File: src/bjc_pkg.sv
// Package of constants and types for the branch and jump control block
`default_nettype none
package bjc_pkg;
    // ------------------------------------------------------------
    // Widths and field positions
    // ------------------------------------------------------------
    localparam int XLEN = 64;              // Register and address width
    localparam int DISP_W = 21;            // Branch displacement field width
    localparam int JDISP_W = 16;           // Jump displacement field width
    localparam int HINT_MSB = 15;          // Jump hint type upper bit
    localparam int HINT_LSB = 14;          // Jump hint type lower bit
    localparam int HOP_W = 14;             // Jump hint operand width
    localparam int PRED_W = 16;            // Predicted target low bits
    localparam int RIDX_W = 5;             // Register index width
    localparam int INSN_SHIFT = 2;         // Longword scaling of offsets
    localparam int RAS_DEPTH = 8;          // Return stack entries
    localparam logic [1:0] ALIGN_MASK = 2'h3; // Low bits cleared on jumps

    // ------------------------------------------------------------
    // Enumerations
    // ------------------------------------------------------------
    typedef enum logic [1:0] {
        BJC_OP_NONE = 2'b00,               // Not a control transfer
        BJC_OP_COND = 2'b01,               // Conditional branch
        BJC_OP_UNCOND = 2'b10,             // Plain or call branch
        BJC_OP_JUMP = 2'b11                // Register indirect jump
    } bjc_op_t;

    typedef enum logic [2:0] {
        BJC_C_ZERO = 3'b000,               // branch_if_zero
        BJC_C_NONZERO = 3'b001,            // branch_if_nonzero
        BJC_C_NEG = 3'b010,                // branch_if_negative
        BJC_C_NONPOS = 3'b011,             // branch_if_nonpositive
        BJC_C_POS = 3'b100,                // branch_if_positive
        BJC_C_NONNEG = 3'b101,             // branch_if_nonnegative
        BJC_C_LBC = 3'b110,                // branch_if_low_bit_clear
        BJC_C_LBS = 3'b111                 // branch_if_low_bit_set
    } bjc_cond_t;

    typedef enum logic [1:0] {
        BJC_H_PLAIN = 2'b00,               // plain_jump
        BJC_H_CALL = 2'b01,                // call_jump
        BJC_H_RETURN = 2'b10,              // return_jump
        BJC_H_COROUTINE = 2'b11            // coroutine_jump
    } bjc_hint_t;

    // ------------------------------------------------------------
    // Carriers
    // ------------------------------------------------------------
    typedef struct packed {
        logic valid;                        // Instruction present
        bjc_op_t op;                        // Transfer class
        bjc_cond_t cond;                    // Conditional test
        logic call;                         // Branch is call_branch
        logic [DISP_W-1:0] disp;            // Branch displacement
        logic [JDISP_W-1:0] jdisp;          // Jump hint field
        logic [RIDX_W-1:0] link_or_test_reg; // Link or test register
        logic [XLEN-1:0] pc_upd;            // Updated PC
        logic [XLEN-1:0] test_val;          // Test register value
        logic [XLEN-1:0] base_val;          // Base register value
        logic [XLEN-1:0] fetch_next;        // Address fetch went to next
    } bjc_req_t;

    typedef struct packed {
        logic valid;                        // Result present
        logic taken;                        // Transfer taken
        logic [XLEN-1:0] next_pc;           // Resolved next PC
        logic link_we;                      // Link write enable
        logic [RIDX_W-1:0] link_idx;        // Link register index
        logic [XLEN-1:0] link_val;          // Link value
        logic flush;                        // Wrong path discarded
    } bjc_res_t;

    typedef struct packed {
        logic valid;                        // Hint present
        logic dir_taken;                    // Static direction hint
        logic tgt_valid;                    // Low target bits meaningful
        logic [PRED_W-1:0] tgt_lo;          // Predicted low target bits
        logic ras_push;                     // Stack push made
        logic ras_pop;                      // Stack pop made
    } bjc_hint_out_t;
endpackage
`default_nettype wire

File: src/bjc_ras.sv
// Return-address prediction stack with registered top of stack
`timescale 1ns/1ps
`default_nettype none
module bjc_ras
    import bjc_pkg::*;
#(
    parameter int DEPTH = RAS_DEPTH,
    parameter int WIDTH = PRED_W
) (
    input wire logic clk_sys,
    input wire logic reset_n,
    input wire logic push,
    input wire logic pop,
    input wire logic [WIDTH-1:0] push_val,
    output logic [WIDTH-1:0] top_q
);
    // ------------------------------------------------------------
    // Elaboration checks
    // ------------------------------------------------------------
    localparam int PW = (DEPTH > 1) ? $clog2(DEPTH) : 1;
    if (DEPTH < 2 || (DEPTH & (DEPTH - 1)) != 0) begin : g_bad_depth
        $error("bjc_ras depth must be a power of two of at least 2");
    end

    logic [WIDTH-1:0] mem_q [DEPTH];      // Circular entry storage
    logic [PW-1:0] ptr_q;                 // Index of current top
    logic [PW-1:0] ptr_dn;                // Index below the top
    logic [PW-1:0] ptr_up;                // Index above the top

    assign ptr_dn = ptr_q - 1'b1;
    assign ptr_up = ptr_q + 1'b1;

    // ------------------------------------------------------------
    // Pointer: circular, so overflow overwrites the oldest entry
    // ------------------------------------------------------------
    always_ff @(posedge clk_sys or negedge reset_n) begin
        if (!reset_n) begin
            ptr_q <= '0;
        end else if (push && !pop) begin
            ptr_q <= ptr_up;
        end else if (pop && !push) begin
            ptr_q <= ptr_dn;
        end
    end

    // Storage: pop then push replaces the top in place; cleared at
    // reset so an underflow pop reads zero or a stale entry, never an unknown one
    always_ff @(posedge clk_sys or negedge reset_n) begin
        if (!reset_n) begin
            mem_q <= '{default: '0};
        end else if (push && pop) begin
            mem_q[ptr_q] <= push_val;
        end else if (push) begin
            mem_q[ptr_up] <= push_val;
        end
    end

    // Registered top, kept in step with the pointer
    always_ff @(posedge clk_sys or negedge reset_n) begin
        if (!reset_n) begin
            top_q <= '0;
        end else if (push) begin
            top_q <= push_val;
        end else if (pop) begin
            top_q <= mem_q[ptr_dn];
        end
    end
endmodule // bjc_ras
`default_nettype wire

File: src/bjc_branch_ctrl.sv
// Branch and jump resolution with static prediction hints
`timescale 1ns/1ps
`default_nettype none
module bjc_branch_ctrl
    import bjc_pkg::*;
#(
    parameter int STACK_DEPTH = RAS_DEPTH   // Return stack entries
) (
    input wire logic clk_sys,
    input wire logic reset_n,
    input wire bjc_req_t req,
    output bjc_res_t res_q,
    output bjc_hint_out_t hint_q,
    output logic [XLEN-1:0] redirect_pc_q,
    output logic redirect_q
);
    // ------------------------------------------------------------
    // Elaboration checks
    // ------------------------------------------------------------
    if (STACK_DEPTH < 2) begin : g_bad_stack
        $error("bjc_branch_ctrl needs a return stack of at least 2");
    end
    if (JDISP_W != HOP_W + 2 || PRED_W > XLEN) begin : g_bad_fields
        $error("bjc_branch_ctrl hint field layout is inconsistent");
    end

    // ------------------------------------------------------------
    // Decode of the request
    // ------------------------------------------------------------
    logic is_cond;                          // Conditional branch
    logic is_uncond;                        // Plain or call branch
    logic is_jump;                          // Register indirect jump
    bjc_hint_t hint_type;                   // Jump hint type field
    logic [HOP_W-1:0] hint_op;              // Jump hint operand

    assign is_cond = req.valid && (req.op == BJC_OP_COND);
    assign is_uncond = req.valid && (req.op == BJC_OP_UNCOND);
    assign is_jump = req.valid && (req.op == BJC_OP_JUMP);
    // Type bits only matter to prediction, never to execution
    assign hint_type = bjc_hint_t'(req.jdisp[HINT_MSB:HINT_LSB]);
    assign hint_op = req.jdisp[HOP_W-1:0];

    // ------------------------------------------------------------
    // Branch target arithmetic
    // ------------------------------------------------------------
    logic [XLEN-1:0] disp_sext;             // Displacement widened
    logic [XLEN-1:0] br_offset;             // Byte offset
    logic [XLEN-1:0] br_target;             // PC-relative target

    // Sign extension covers the full 21-bit field: +/- 1M insns
    assign disp_sext = {{(XLEN-DISP_W){req.disp[DISP_W-1]}}, req.disp};
    // Shift drops the two top bits, which equal the sign anyway
    assign br_offset = {disp_sext[XLEN-1-INSN_SHIFT:0], {INSN_SHIFT{1'b0}}};
    // Always relative to the updated PC, never the branch's own
    assign br_target = req.pc_upd + br_offset;

    // ------------------------------------------------------------
    // Condition evaluation
    // ------------------------------------------------------------
    logic tv_zero;                          // Test value is zero
    logic tv_neg;                           // Test value is negative
    logic cond_true;                        // Selected test holds

    // All 64 bits take part; no narrower compare is allowed
    assign tv_zero = (req.test_val == '0);
    assign tv_neg = req.test_val[XLEN-1];

    // Eight tests picked by the opcode
    always_comb begin
        case (req.cond)
            BJC_C_ZERO: cond_true = tv_zero;
            BJC_C_NONZERO: cond_true = !tv_zero;
            BJC_C_NEG: cond_true = tv_neg;
            BJC_C_NONPOS: cond_true = tv_neg || tv_zero;
            BJC_C_POS: cond_true = !tv_neg && !tv_zero;
            BJC_C_NONNEG: cond_true = !tv_neg;
            BJC_C_LBC: cond_true = !req.test_val[0];
            BJC_C_LBS: cond_true = req.test_val[0];
            default: cond_true = 1'b0;
        endcase
    end

    // ------------------------------------------------------------
    // Jump target
    // ------------------------------------------------------------
    logic [XLEN-1:0] jmp_target;            // Aligned base value

    // Base value is the operand read before any link write lands,
    // so a shared link and base register still sees the old value
    assign jmp_target = {req.base_val[XLEN-1:2], req.base_val[1:0] & ~ALIGN_MASK};

    // ------------------------------------------------------------
    // Architectural resolution (hint bits have no say here)
    // ------------------------------------------------------------
    logic taken_d;                          // Transfer is taken
    logic [XLEN-1:0] next_pc_d;             // Resolved next PC
    logic link_we_d;                        // Link write wanted

    always_comb begin
        taken_d = 1'b0;
        next_pc_d = req.pc_upd;
        link_we_d = 1'b0;
        if (is_cond) begin
            // Conditional branches have no link; fall through on false
            taken_d = cond_true;
            next_pc_d = cond_true ? br_target : req.pc_upd;
        end else if (is_uncond) begin
            // Call and plain branch resolve exactly alike
            taken_d = 1'b1;
            next_pc_d = br_target;
            link_we_d = 1'b1;
        end else if (is_jump) begin
            // All four jump types behave the same; hint ignored
            taken_d = 1'b1;
            next_pc_d = jmp_target;
            link_we_d = 1'b1;
        end
    end

    // ------------------------------------------------------------
    // Prediction hints
    // ------------------------------------------------------------
    logic ras_push_d;                       // Push updated PC
    logic ras_pop_d;                        // Pop the stack
    logic dir_d;                            // Static direction
    logic tgt_valid_d;                      // Low target meaningful
    logic [PRED_W-1:0] tgt_lo_d;            // Predicted low bits
    logic [PRED_W-1:0] jhint_tgt;           // Jump operand target
    logic [PRED_W-1:0] ras_top;             // Stack top, registered

    // Same arithmetic as a PC-relative branch, low bits only
    assign jhint_tgt = req.pc_upd[PRED_W-1:0] + {hint_op, {INSN_SHIFT{1'b0}}};

    // Stack actions, direction and likely target per transfer
    always_comb begin
        ras_push_d = 1'b0;
        ras_pop_d = 1'b0;
        dir_d = 1'b0;
        tgt_valid_d = 1'b0;
        tgt_lo_d = '0;
        if (is_cond) begin
            // Backward means loop, so guess taken; stack untouched
            dir_d = req.disp[DISP_W-1];
            tgt_valid_d = 1'b1;
            tgt_lo_d = br_target[PRED_W-1:0];
        end else if (is_uncond) begin
            dir_d = 1'b1;
            tgt_valid_d = 1'b1;
            tgt_lo_d = br_target[PRED_W-1:0];
            ras_push_d = req.call;
        end else if (is_jump) begin
            dir_d = 1'b1;
            tgt_valid_d = 1'b1;
            case (hint_type)
                BJC_H_PLAIN: begin
                    tgt_lo_d = jhint_tgt;
                end
                BJC_H_CALL: begin
                    tgt_lo_d = jhint_tgt;
                    ras_push_d = 1'b1;
                end
                BJC_H_RETURN: begin
                    // Operand bits are reserved; only the stack feeds it
                    tgt_lo_d = ras_top;
                    ras_pop_d = 1'b1;
                end
                BJC_H_COROUTINE: begin
                    tgt_lo_d = ras_top;
                    ras_pop_d = 1'b1;
                    ras_push_d = 1'b1;
                end
                default: begin
                    tgt_valid_d = 1'b0;
                end
            endcase
        end
    end

    // ------------------------------------------------------------
    // Return-address stack
    // ------------------------------------------------------------
    // Only the low bits are kept: enough to start an early cache
    // access, at a fraction of the storage of full addresses
    bjc_ras #(
        .DEPTH(STACK_DEPTH),
        .WIDTH(PRED_W)
    ) u_ras (
        .clk_sys(clk_sys),
        .reset_n(reset_n),
        .push(ras_push_d),
        .pop(ras_pop_d),
        .push_val(req.pc_upd[PRED_W-1:0]),
        .top_q(ras_top)
    );

    // ------------------------------------------------------------
    // Misprediction detection
    // ------------------------------------------------------------
    logic mispredict_d;                     // Fetch went elsewhere

    // Any instruction the fetch unit issued behind this one is
    // wrong-path when the resolved address differs from its guess
    assign mispredict_d = req.valid && (req.op != BJC_OP_NONE)
                          && (next_pc_d != req.fetch_next);

    // ------------------------------------------------------------
    // Result register
    // ------------------------------------------------------------
    always_ff @(posedge clk_sys or negedge reset_n) begin
        if (!reset_n) begin
            res_q <= '0;
        end else begin
            res_q.valid <= is_cond || is_uncond || is_jump;
            res_q.taken <= taken_d;
            res_q.next_pc <= next_pc_d;
            res_q.link_we <= link_we_d;
            res_q.link_idx <= req.link_or_test_reg;
            res_q.link_val <= req.pc_upd;
            res_q.flush <= mispredict_d;
        end
    end

    // ------------------------------------------------------------
    // Hint register
    // ------------------------------------------------------------
    always_ff @(posedge clk_sys or negedge reset_n) begin
        if (!reset_n) begin
            hint_q <= '0;
        end else begin
            hint_q.valid <= is_cond || is_uncond || is_jump;
            hint_q.dir_taken <= dir_d;
            hint_q.tgt_valid <= tgt_valid_d;
            hint_q.tgt_lo <= tgt_lo_d;
            hint_q.ras_push <= ras_push_d;
            hint_q.ras_pop <= ras_pop_d;
        end
    end

    // ------------------------------------------------------------
    // Fetch redirect
    // ------------------------------------------------------------
    // Redirect carries the resolved address so wrong-path work is
    // dropped and fetch restarts there; both are registered, one cycle after the request
    always_ff @(posedge clk_sys or negedge reset_n) begin
        if (!reset_n) begin
            redirect_q <= 1'b0;
            redirect_pc_q <= '0;
        end else begin
            redirect_q <= mispredict_d;
            if (mispredict_d) begin
                redirect_pc_q <= next_pc_d;
            end
        end
    end
endmodule // bjc_branch_ctrl
`default_nettype wire

File: config.mk
export PLATFORM = sky130hd
export DESIGN_NAME = bjc_branch_ctrl
export DESIGN_NICKNAME = d
export VERILOG_FILES = /design/src/bjc_pkg.sv /design/src/bjc_ras.sv /design/src/bjc_branch_ctrl.sv
export SDC_FILE = /design/constraint.sdc
export NUM_CORES = 1
export LEC_CHECK = 0
export BUFFER_PORTS_ARGS = -buffer_cell sky130_fd_sc_hd__clkbuf_2
export CORE_UTILIZATION = 50
export CTS_CLUSTER_DIAMETER = 30
export DETAILED_ROUTE_END_ITERATION = 12
export MAX_ROUTING_LAYER = met4
export PLACE_DENSITY = 0.76
export SLEW_MARGIN = 20
export SYNTH_ARGS = -nofsm -noshare
export SYNTH_HDL_FRONTEND = slang
export SYNTH_SLANG_ARGS = --single-unit
export TNS_END_PERCENT = 10
File: constraint.sdc
create_clock -name clk_sys -period 3.1 [get_ports clk_sys]
set_clock_uncertainty 0.1 [all_clocks]
set_input_delay 0 -clock clk_sys [delete_from_list [all_inputs] [get_ports clk_sys]]
set_output_delay 0 -clock clk_sys [all_outputs]
set_load 0.02 [all_outputs]
==> metrics.json, run 1 <==
{
  "run_status": "stopped before the end",
  "stop_stage": "5_1_grt",
  "error_line": "[ERROR GRT-0232] Routing congestion too high. Check the congestion heatmap in the GUI.",
  "cts-buffers-inserted": 71,
  "cts.sink_count": 368,
  "synthFlopType": "sky130_fd_sc_hd__dfrtp_1",
  "synth_top_cell_area_share": 0.412,
  "synth_seq_cells": 368,
  "syn-mean-instance-area_sq_um": 10.1,
  "share_of_cell_area_taken_by_muxes_after_synthesis": 0.153,
  "ys_seq_area_frac": 0.412,
  "post_synth_instance_area_sq_um": 22400,
  "htreeDepth": 3,
  "synth-simple-area-share": 0.141,
  "ys_top_cells_by_area": "sky130_fd_sc_hd__dfrtp_1, sky130_fd_sc_hd__mux2_2, sky130_fd_sc_hd__ha_1, sky130_fd_sc_hd__mux2_4, sky130_fd_sc_hd__a21oi_1",
  "timing.grt.repair.worst_endpoint": "redirect_pc_q[60]$_DFFE_PN0P_/D",
  "port-buffer-count": 527,
  "post-dp-hpwl_microns": 89800,
  "die_height_microns": 214,
  "die-width_microns": 214,
  "synth-xor-area-share": 0.0316,
  "synthDominantAreaCellType": "sky130_fd_sc_hd__dfrtp_1",
  "syn-instance-count": 2212,
  "clock-root-buffer": "sky130_fd_sc_hd__clkbuf_16",
  "endpoint_type": "register data pin",
  "syn-num-nets": 2600,
  "yosys_warnings": 0,
  "dominant_combinational_cell_family_by_area_after_synthesis": "compound AO/OA/AOI/OAI gates",
  "track_usage": 0.786,
  "clock_path_buffers": 3,
  "initial_utilization": 0.506,
  "gp_congestion": 1.07,
  "postSynth.asyncResetShare": 1.00,
  "grt_overflow": 76,
  "synthMostInstantiatedCell": "sky130_fd_sc_hd__dfrtp_1",
  "post_synth_fa_ha_maj_area_fraction": 0.0460,
  "edff_count_synth": 0,
  "ioPinCount": 530,
  "std_cell_rows": 77,
  "synth.distinct_cells": 102,
  "post_synthesis_compound_gate_area_fraction": 0.181,
  "grt_start_max_net_pins": 99,
  "synth_common_cells": "sky130_fd_sc_hd__dfrtp_1, sky130_fd_sc_hd__nand2_1, sky130_fd_sc_hd__a21oi_1, sky130_fd_sc_hd__nor2_1, sky130_fd_sc_hd__mux2_2",
  "numPlacedInstances": 3897,
  "detailedPlace.worstSlack_ns": -2.57
}
==> layer usage <==
layer | GRT usage | GRT overflow
met4 | 0.704 | 36
met1 | 0.802 | 1
met3 | 0.638 | 2
met2 | 0.916 | 37
met5 | - | -
==> kinds of logic after synthesis <==
family	Yosys count
simple gates	629
buf+inv	184
xor+xnor	80
compound gates	613
fa+ha+maj	81
flops	368
mux	257
==> per-stage QoR <==
| step | area (sq um) | TNS (ns) |
|---|---|---|
| 2_1_floorplan | 22700 | -102.72 |
| 4_1_cts | 35700 | -83.19 |
| 3_5_place_dp | 31000 | -170.33 |
| 3_3_place_gp | 31000 | -171.34 |
==> what timing repair did <==
action / 4_1_cts
gates cloned: 5
gates resized for setup: 120
hold endpoints to repair: 659
hold buffers: 133
pin swaps: 27
setup buffers: 30
endpoints found under the setup margin: 69
==> inputs of run 2 (changes only) <==
- CORE_UTILIZATION: 50 -> 40
- CTS_CLUSTER_DIAMETER: 30 -> not set
- MAX_ROUTING_LAYER: met4 -> not set
- PLACE_DENSITY: 0.76 -> not set
- PLACE_DENSITY_LB_ADDON: not set -> 0.15
- clock period: 3.1 -> 4 ns (I/O delays scaled with it)
==> run 2 against run 1 <==
  * Synthesized cell count stayed put
  * The flow now finishes, with violations (setup timing)
  * Area after synthesis did not move
==> metrics.json, run 2 <==
{
  "run_status": "finished, violations left",
  "violations": "setup timing",
  "critical_path_data_required_time_ns": 4.35,
  "finalWorstSetupSlack_ns": -0.597,
  "track_usage": 0.378,
  "post-route-drc-count": 0,
  "ys_seq_area_frac": 0.412,
  "port-buffer-count": 527,
  "syn-num-nets": 2600,
  "initialDrtViolationCount": 2239,
  "drt_wl_total_microns": 111000,
  "grt_pass1_wl_microns": 157000,
  "synthMostInstantiatedCell": "sky130_fd_sc_hd__dfrtp_1",
  "drv_slew": 0,
  "worstSetupEndpointType": "register",
  "cts.sink_count": 368,
  "layout_common_cells": "sky130_fd_sc_hd__buf_4, sky130_fd_sc_hd__clkbuf_2, sky130_fd_sc_hd__dfrtp_1, sky130_fd_sc_hd__nand2_1, sky130_fd_sc_hd__a21oi_1",
  "vias_per_cell": 5.72,
  "clkPwrFrac": 0.248,
  "cts.clk_slew.worst_paths_ns": 0.06,
  "grt_antenna_before_repair": 12,
  "die-width_microns": 239,
  "worstSkewPairLatency_ns": 0.59,
  "std_cell_rows": 86,
  "report.final.setup_viol": 65,
  "post-dp-hpwl_microns": 87400,
  "comb_power_share": 0.423,
  "cellPowerDensity_nw_per_um2": 446,
  "maximum_fanout_along_the_worst_path": 6,
  "edff_count_synth": 0,
  "clock_path_buffers": 3,
  "number_of_flip_flops_in_the_largest_register": 135,
  "rsz0062_at_grt": "yes",
  "groute.layer.met3.usage": 0.0659,
  "syn-instance-count": 2212,
  "initial_utilization": 0.405,
  "floorplan.die_area_sq_um": 56900,
  "grt_start_max_net_pins": 115,
  "power.share.switching": 0.355,
  "synth.distinct_cells": 102,
  "min-delay-path-class": "in -> async",
  "worstSetupStartpointType": "input pin",
  "finalWorstPathRequiredPeriod_ns": 4.60,
  "wl_per_cell_microns": 26.2,
  "slew_at_the_pin_with_the_worst_max_slew_slack_ns": 1.10,
  "first_global_vias": 24100,
  "most_common_cell_after_layout_fill_and_taps_aside": "sky130_fd_sc_hd__buf_4",
  "syn-mean-instance-area_sq_um": 10.1,
  "synth_common_cells": "sky130_fd_sc_hd__dfrtp_1, sky130_fd_sc_hd__nand2_1, sky130_fd_sc_hd__a21oi_1, sky130_fd_sc_hd__nor2_1, sky130_fd_sc_hd__mux2_2",
  "largest_register": "res_q",
  "final_antenna_net_count": 0,
  "slew_headroom": 0.267,
  "floorplan.core_area_sq_um": 55200,
  "synthFlopType": "sky130_fd_sc_hd__dfrtp_1",
  "final-seq-area_sq_um": 9210,
  "internal_power_mw": 10.1,
  "final_min_period_over_clock_period": 1.15,
  "layout_top_registers": "res_q (135), u_ras.mem_q (128), redirect_pc_q (64)",
  "yosys_warnings": 0,
  "maxCapViolCount": 0,
  "timing_hold_violations_final": 0,
  "flow.area_growth_from_synthesis_pct": 56.1,
  "grt-busiest-layer": "met2",
  "grt_overflow": 0,
  "cts-buffers-inserted": 41,
  "synth_seq_cells": 368,
  "finalNetCount": 3856,
  "grt.met1_usage": 0.499,
  "htreeDepth": 2,
  "setup.worst_path.class": "in -> reg",
  "post_synth_instance_area_sq_um": 22400,
  "ys_top_cells_by_area": "sky130_fd_sc_hd__dfrtp_1, sky130_fd_sc_hd__mux2_2, sky130_fd_sc_hd__ha_1, sky130_fd_sc_hd__mux2_4, sky130_fd_sc_hd__a21oi_1",
  "power.sequential.fraction": 0.329,
  "clock-root-buffer": "sky130_fd_sc_hd__clkbuf_16",
  "synthDominantAreaCellType": "sky130_fd_sc_hd__dfrtp_1",
  "nFillCells": 4657,
  "vdd_ir_drop_max_v": 0.000458,
  "dr_total_vias": 24300,
  "hold_ws_ns": 0.00791,
  "groute.layer.met2.usage": 0.612,
  "gp_congestion": 1.01,
  "first_pass_iters": 7,
  "area_taken_by_multi_input_logic_gates_sq_um": 13700,
  "die_height_microns": 239,
  "postSynth.asyncResetShare": 1.00,
  "fin_tns_setup_ns": -32.57,
  "worstPathArrival_ns": 4.95,
  "power.net_switching_mw": 5.53,
  "synth_top_cell_area_share": 0.412,
  "fmax_mhz": 218,
  "tritoncts": "yes",
  "ioPinCount": 530,
  "fraction_of_final_layout_cells_with_drive_strength_greater_than_1": 0.485,
  "leakagePower_nw": 16.7
}
[run 2: cell counts after synthesis]
No cell type changed its count.
[run 2: repair_timing]
item,CTS,global route
gates resized for setup,43,193
hold buffers,129,0
endpoints found under the setup margin,65,66
pin swaps,9,71
gates cloned,2,6
endpoints found under the hold margin,396,0
buffers inserted,8,20
[run 2: cell families after synthesis]
family                   synth area share
multiplexers                        0.153
AND/OR/NAND/NOR                     0.141
AO/OA/AOI/OAI                       0.181
flip-flops                          0.412
adder cells (fa/ha/maj)            0.0460
buffers and inverters              0.0354
XOR/XNOR                           0.0316
[run 2: worst paths after layout]
path | startpoint | endpoint | slack, ns | cells after the start
worst max-delay path | req[210] | redirect_pc_q[22] | -0.60 | 19
worst min-delay path | reset_n | res_q[102] | 0.008 | 2
worst max register to register | u_ras.ptr_q[1] | u_ras.mem_q[43] | 1.12 | 6
worst min register to register | u_ras.mem_q[10] | u_ras.mem_q[10] | 0.38 | 2
max in group asynchronous | reset_n | u_ras.mem_q[14] | 2.73 | 3
min in group clk_sys | req[277] | res_q[73] | 0.04 | 5
[run 2: final cells by class]
type                    count  area share
flip-flops and latches    368       0.264
clock inverters            16     0.00648
inverters                  63     0.00677
well taps                 748      0.0268
repair buffers           1333       0.270
clock buffers              57      0.0331
multi-input cells        1661       0.393
diodes                      6    0.000430
[run 2: power by group through the flow]
stage	combinational, mW	clock [mW]	sequential (mW)
2_1_floorplan	3.35	0	5.35
3_3_place_gp	6.05	0	5.11
3_5_place_dp	6.15	0	5.17
4_1_cts	6.34	3.92	5.11
5_1_grt	7.01	4.07	5.20
6_report	6.60	3.87	5.12
[run 2: critical path, cell delays in order]
cell and delay (ns):
sky130_fd_sc_hd__clkbuf_2 0.09, sky130_fd_sc_hd__ha_1 0.32, sky130_fd_sc_hd__a21oi_2 0.26, sky130_fd_sc_hd__buf_4 0.16
sky130_fd_sc_hd__o21ai_0 0.12, sky130_fd_sc_hd__buf_4 0.17, sky130_fd_sc_hd__a21o_1 0.23, sky130_fd_sc_hd__o2111ai_4 0.29
sky130_fd_sc_hd__a211oi_1 0.16, sky130_fd_sc_hd__buf_4 0.16, sky130_fd_sc_hd__o211ai_1 0.55, sky130_fd_sc_hd__a21boi_2 0.31
sky130_fd_sc_hd__o2111ai_4 0.21, sky130_fd_sc_hd__a2111oi_4 0.30, sky130_fd_sc_hd__and4_4 0.30, sky130_fd_sc_hd__nand3_4 0.11
sky130_fd_sc_hd__o41a_4 0.65, sky130_fd_sc_hd__clkbuf_16 0.24, sky130_fd_sc_hd__mux2_4 0.30
[run 2: per-layer routing]
layer,share of wire,vias up
met2,0.46,1096
met3,0.074,278
li1,-,10800
met1,0.41,12100
met5,0.00081,-
met4,0.052,14
[run 2: stage by stage]
stage	instances	area (sq um)	setup WS, ns	total power, mW	utilization
2_1_floorplan	2212	22700	-0.0115	8.71	-
3_3_place_gp	4009	30800	-1.99	11.2	0.558
3_5_place_dp	4009	30800	-1.97	11.3	0.558
4_1_cts	4221	33800	-0.599	15.4	0.612
5_1_grt	4246	34900	-0.663	16.3	0.632
6_report	4252	34900	-0.597	15.6	0.633
Note: power is estimated with default switching activity, not from simulation.
==> inputs of run 3 (changes only) <==
- PLACE_DENSITY: not set -> 0.68
- PLACE_DENSITY_LB_ADDON: 0.15 -> not set
- SYNTH_HIERARCHICAL: not set -> 1
- clock period: 4 -> 3.9 ns (I/O delays scaled with it)
==> run 3 against run 2 <==
  * The flow still finishes with violations (setup timing)
  * First-iteration DRC count is 17% higher
  * Final cell count increased by 6.2%
  * Clock power rose by 4%
  * Via count grew 13%
  * Critical path depth unchanged
  * Total power grew 6.0%
  * Area after synthesis up 5.3%
  * Combinational power grew 7.7%
  * Count of clock-buffer cells in the layout fell by 6
  * Global-route usage increased by 5.2 points
  * Highest routed layer unchanged
  * Critical endpoint is now redirect_pc_q[31]
==> metrics.json, run 3 <==
{
  "dr_total_vias": 27500,
  "floorplan.die_area_sq_um": 59900,
  "groute.layer.met3.usage": 0.0788,
  "cts.clk_slew.worst_paths_ns": 0.06,
  "violations": "setup timing",
  "clock_path_buffers": 3,
  "edff_count_synth": 0,
  "grt_antenna_before_repair": 3,
  "layout_common_cells": "sky130_fd_sc_hd__buf_4, sky130_fd_sc_hd__clkbuf_2, sky130_fd_sc_hd__dfrtp_1, sky130_fd_sc_hd__a21oi_1, sky130_fd_sc_hd__nand2_1",
  "post_synth_fa_ha_maj_area_fraction": 0.0436,
  "port-buffer-count": 527,
  "first_global_vias": 27600,
  "grt.met1_usage": 0.550,
  "track_usage": 0.429,
  "number_of_flip_flops_in_the_largest_register": 135,
  "rsz0062_at_grt": "yes",
  "syn-num-nets": 2790,
  "synthMostInstantiatedCell": "sky130_fd_sc_hd__dfrtp_1",
  "grt_pass1_wl_microns": 186000,
  "vias_per_cell": 6.09,
  "die-width_microns": 245,
  "synth_common_cells": "sky130_fd_sc_hd__dfrtp_1, sky130_fd_sc_hd__a21oi_1, sky130_fd_sc_hd__nor2_1, sky130_fd_sc_hd__nand2_1, sky130_fd_sc_hd__o21ai_0",
  "post_synthesis_compound_gate_area_fraction": 0.211,
  "yosys_warnings": 6,
  "finalWorstPathRequiredPeriod_ns": 4.28,
  "ys_seq_area_frac": 0.391,
  "tritoncts": "yes",
  "worstSetupEndpointType": "register",
  "synth-xor-area-share": 0.0196,
  "drt_wl_total_microns": 134000,
  "syn-mean-instance-area_sq_um": 9.81,
  "floorplan.core_area_sq_um": 57900,
  "most_common_cell_after_layout_fill_and_taps_aside": "sky130_fd_sc_hd__buf_4",
  "drv_slew": 0,
  "detailedPlace.worstSlack_ns": -1.70,
  "cellPowerDensity_nw_per_um2": 447,
  "die_height_microns": 245,
  "grt-busiest-layer": "met2",
  "worstPathArrival_ns": 4.63,
  "largest_register": "res_q",
  "worstSetupStartpointType": "input pin",
  "critical_path_data_required_time_ns": 4.25,
  "initialDrtViolationCount": 2613,
  "worstSkewPairLatency_ns": 0.60,
  "min-delay-path-class": "in -> reg",
  "wl_per_cell_microns": 29.6,
  "synth.distinct_cells": 100,
  "std_cell_rows": 88,
  "setup.worst_path.class": "in -> reg",
  "vdd_ir_drop_max_v": 0.000855,
  "clock-root-buffer": "sky130_fd_sc_hd__clkbuf_16",
  "slew_at_the_pin_with_the_worst_max_slew_slack_ns": 0.849,
  "ioPinCount": 530,
  "final_min_period_over_clock_period": 1.10,
  "maxCapViolCount": 0,
  "groute.layer.met2.usage": 0.689,
  "slew_headroom": 0.434,
  "synth-simple-area-share": 0.151,
  "share_of_cell_area_taken_by_muxes_after_synthesis": 0.142,
  "fraction_of_final_layout_cells_with_drive_strength_greater_than_1": 0.476,
  "grt_start_max_net_pins": 88,
  "layout_top_registers": "res_q (135), u_ras/mem_q (128), redirect_pc_q (64)",
  "postSynth.asyncResetShare": 1.00,
  "synth_top_cell_area_share": 0.391,
  "synthFlopType": "sky130_fd_sc_hd__dfrtp_1",
  "report.final.setup_viol": 64,
  "finalPower_mw": 16.5,
  "cts-buffers-inserted": 40,
  "post-dp-hpwl_microns": 104000,
  "timing_hold_violations_final": 0,
  "cts.sink_count": 368,
  "flow.area_growth_from_synthesis_pct": 56.7,
  "grt_overflow": 0,
  "initial_utilization": 0.407,
  "synthDominantAreaCellType": "sky130_fd_sc_hd__dfrtp_1",
  "leakagePower_nw": 17.3,
  "fmax_mhz": 234,
  "final_antenna_net_count": 0,
  "run_status": "finished, violations left",
  "first_pass_iters": 6,
  "finalNetCount": 4110,
  "maximum_fanout_along_the_worst_path": 6,
  "synth_seq_cells": 368,
  "syn-instance-count": 2402,
  "post-route-drc-count": 0,
  "gp_congestion": 1.04,
  "ys_top_cells_by_area": "sky130_fd_sc_hd__dfrtp_1, sky130_fd_sc_hd__mux2_2, sky130_fd_sc_hd__ha_1, sky130_fd_sc_hd__a21oi_1, sky130_fd_sc_hd__mux2_1",
  "finalWorstSetupSlack_ns": -0.380,
  "post_synth_instance_area_sq_um": 23600,
  "dominant_combinational_cell_family_by_area_after_synthesis": "compound AO/OA/AOI/OAI gates",
  "htreeDepth": 2
}
-- run 3: layer usage --
| layer | part of all wire | vias to the layer above |
|---|---|---|
| li1 | - | 11800 |
| met1 | 0.40 | 13800 |
| met2 | 0.45 | 1514 |
| met3 | 0.083 | 379 |
| met4 | 0.062 | 4 |
| met5 | 0.00025 | - |
-- run 3: metrics by stage --
step | TNS, ns | utilization | cells | area, sq um | hold slack, ns
2_1_floorplan | -0.165 | - | 2402 | 23700 | -0.396
5_1_grt | -27.35 | 0.638 | 4513 | 36900 | 0.0198
3_5_place_dp | -107.29 | 0.557 | 4285 | 32300 | -0.0202
4_1_cts | -10.98 | 0.621 | 4493 | 36000 | 0.0000735
6_report | -21.29 | 0.638 | 4515 | 36900 | 0.0221
3_3_place_gp | -110.24 | 0.557 | 4285 | 32300 | -0.0347
-- run 3: critical path, cell delays in order --
cell and delay (ns):
sky130_fd_sc_hd__clkbuf_2 0.15, sky130_fd_sc_hd__ha_1 0.35, sky130_fd_sc_hd__nand4_1 0.12, sky130_fd_sc_hd__or3_1 0.39, sky130_fd_sc_hd__a211oi_2 0.32, sky130_fd_sc_hd__o31ai_1 0.16, sky130_fd_sc_hd__buf_4 0.19, sky130_fd_sc_hd__a21oi_4 0.21
sky130_fd_sc_hd__buf_4 0.19, sky130_fd_sc_hd__nand4_1 0.17, sky130_fd_sc_hd__a221o_1 0.42, sky130_fd_sc_hd__xnor2_1 0.26, sky130_fd_sc_hd__a21oi_1 0.11, sky130_fd_sc_hd__o22a_1 0.24, sky130_fd_sc_hd__xnor2_1 0.18, sky130_fd_sc_hd__a31oi_4 0.42
sky130_fd_sc_hd__buf_6 0.22, sky130_fd_sc_hd__clkbuf_16 0.20, sky130_fd_sc_hd__mux2_4 0.30
-- run 3: logic make-up (layout without fill, tap and decap cells) --
logic type	Yosys count	after routing
multiplexers	255	255
adder cells (fa/ha/maj)	81	81
XOR/XNOR	51	51
buffers and inverters	222	1568
flip-flops	368	368
AO/OA/AOI/OAI	733	733
AND/OR/NAND/NOR	692	692
other	0	2
-- run 3: power by group --
| part | internal (mW) | switching [mW] | leakage [nW] |
|---|---|---|---|
| Combinational | 3.35 | 3.77 | 12.2 |
| Clock | 2.35 | 1.67 | 0.670 |
| Sequential | 4.82 | 0.578 | 4.42 |
-- run 3: timing repair --
| item | 4_1_cts | 5_1_grt |
|---|---|---|
| endpoints found under the setup margin | 65 | 67 |
| gates cloned | 4 | 5 |
| hold endpoints to repair | 435 | 0 |
| hold buffers | 113 | 0 |
| setup buffers | 24 | 16 |
| pin swaps | 33 | 36 |
| resized for setup | 172 | 161 |
-- run 3: final timing paths --
path / start / end / slack, ns / depth (start not counted)
max: req[206] / redirect_pc_q[31] / -0.38 / 19
min: req[121] / res_q[128] / 0.02 / 5
max reg2reg: u_ras/ptr_q[1] / u_ras/top_q[4] / 1.03 / 6
min reg2reg: u_ras/mem_q[41] / u_ras/mem_q[41] / 0.38 / 1
max in group asynchronous: reset_n / redirect_pc_q[53] / 1.59 / 4
min in group asynchronous: reset_n / redirect_pc_q[52] / 0.45 / 3
-- run 3: area by class of cell --
type                            instances  area (sq um)
Clock buffer                           51          1100
Timing Repair Buffer                 1412         10100
Inverter                               88           330
Tap cell                              765           957
Fill cell                            4773         21000
Sequential cell                       368          9210
Multi-Input combinational cell       1812         15000
Antenna cell                            2          5.00
Clock inverter                         17           264
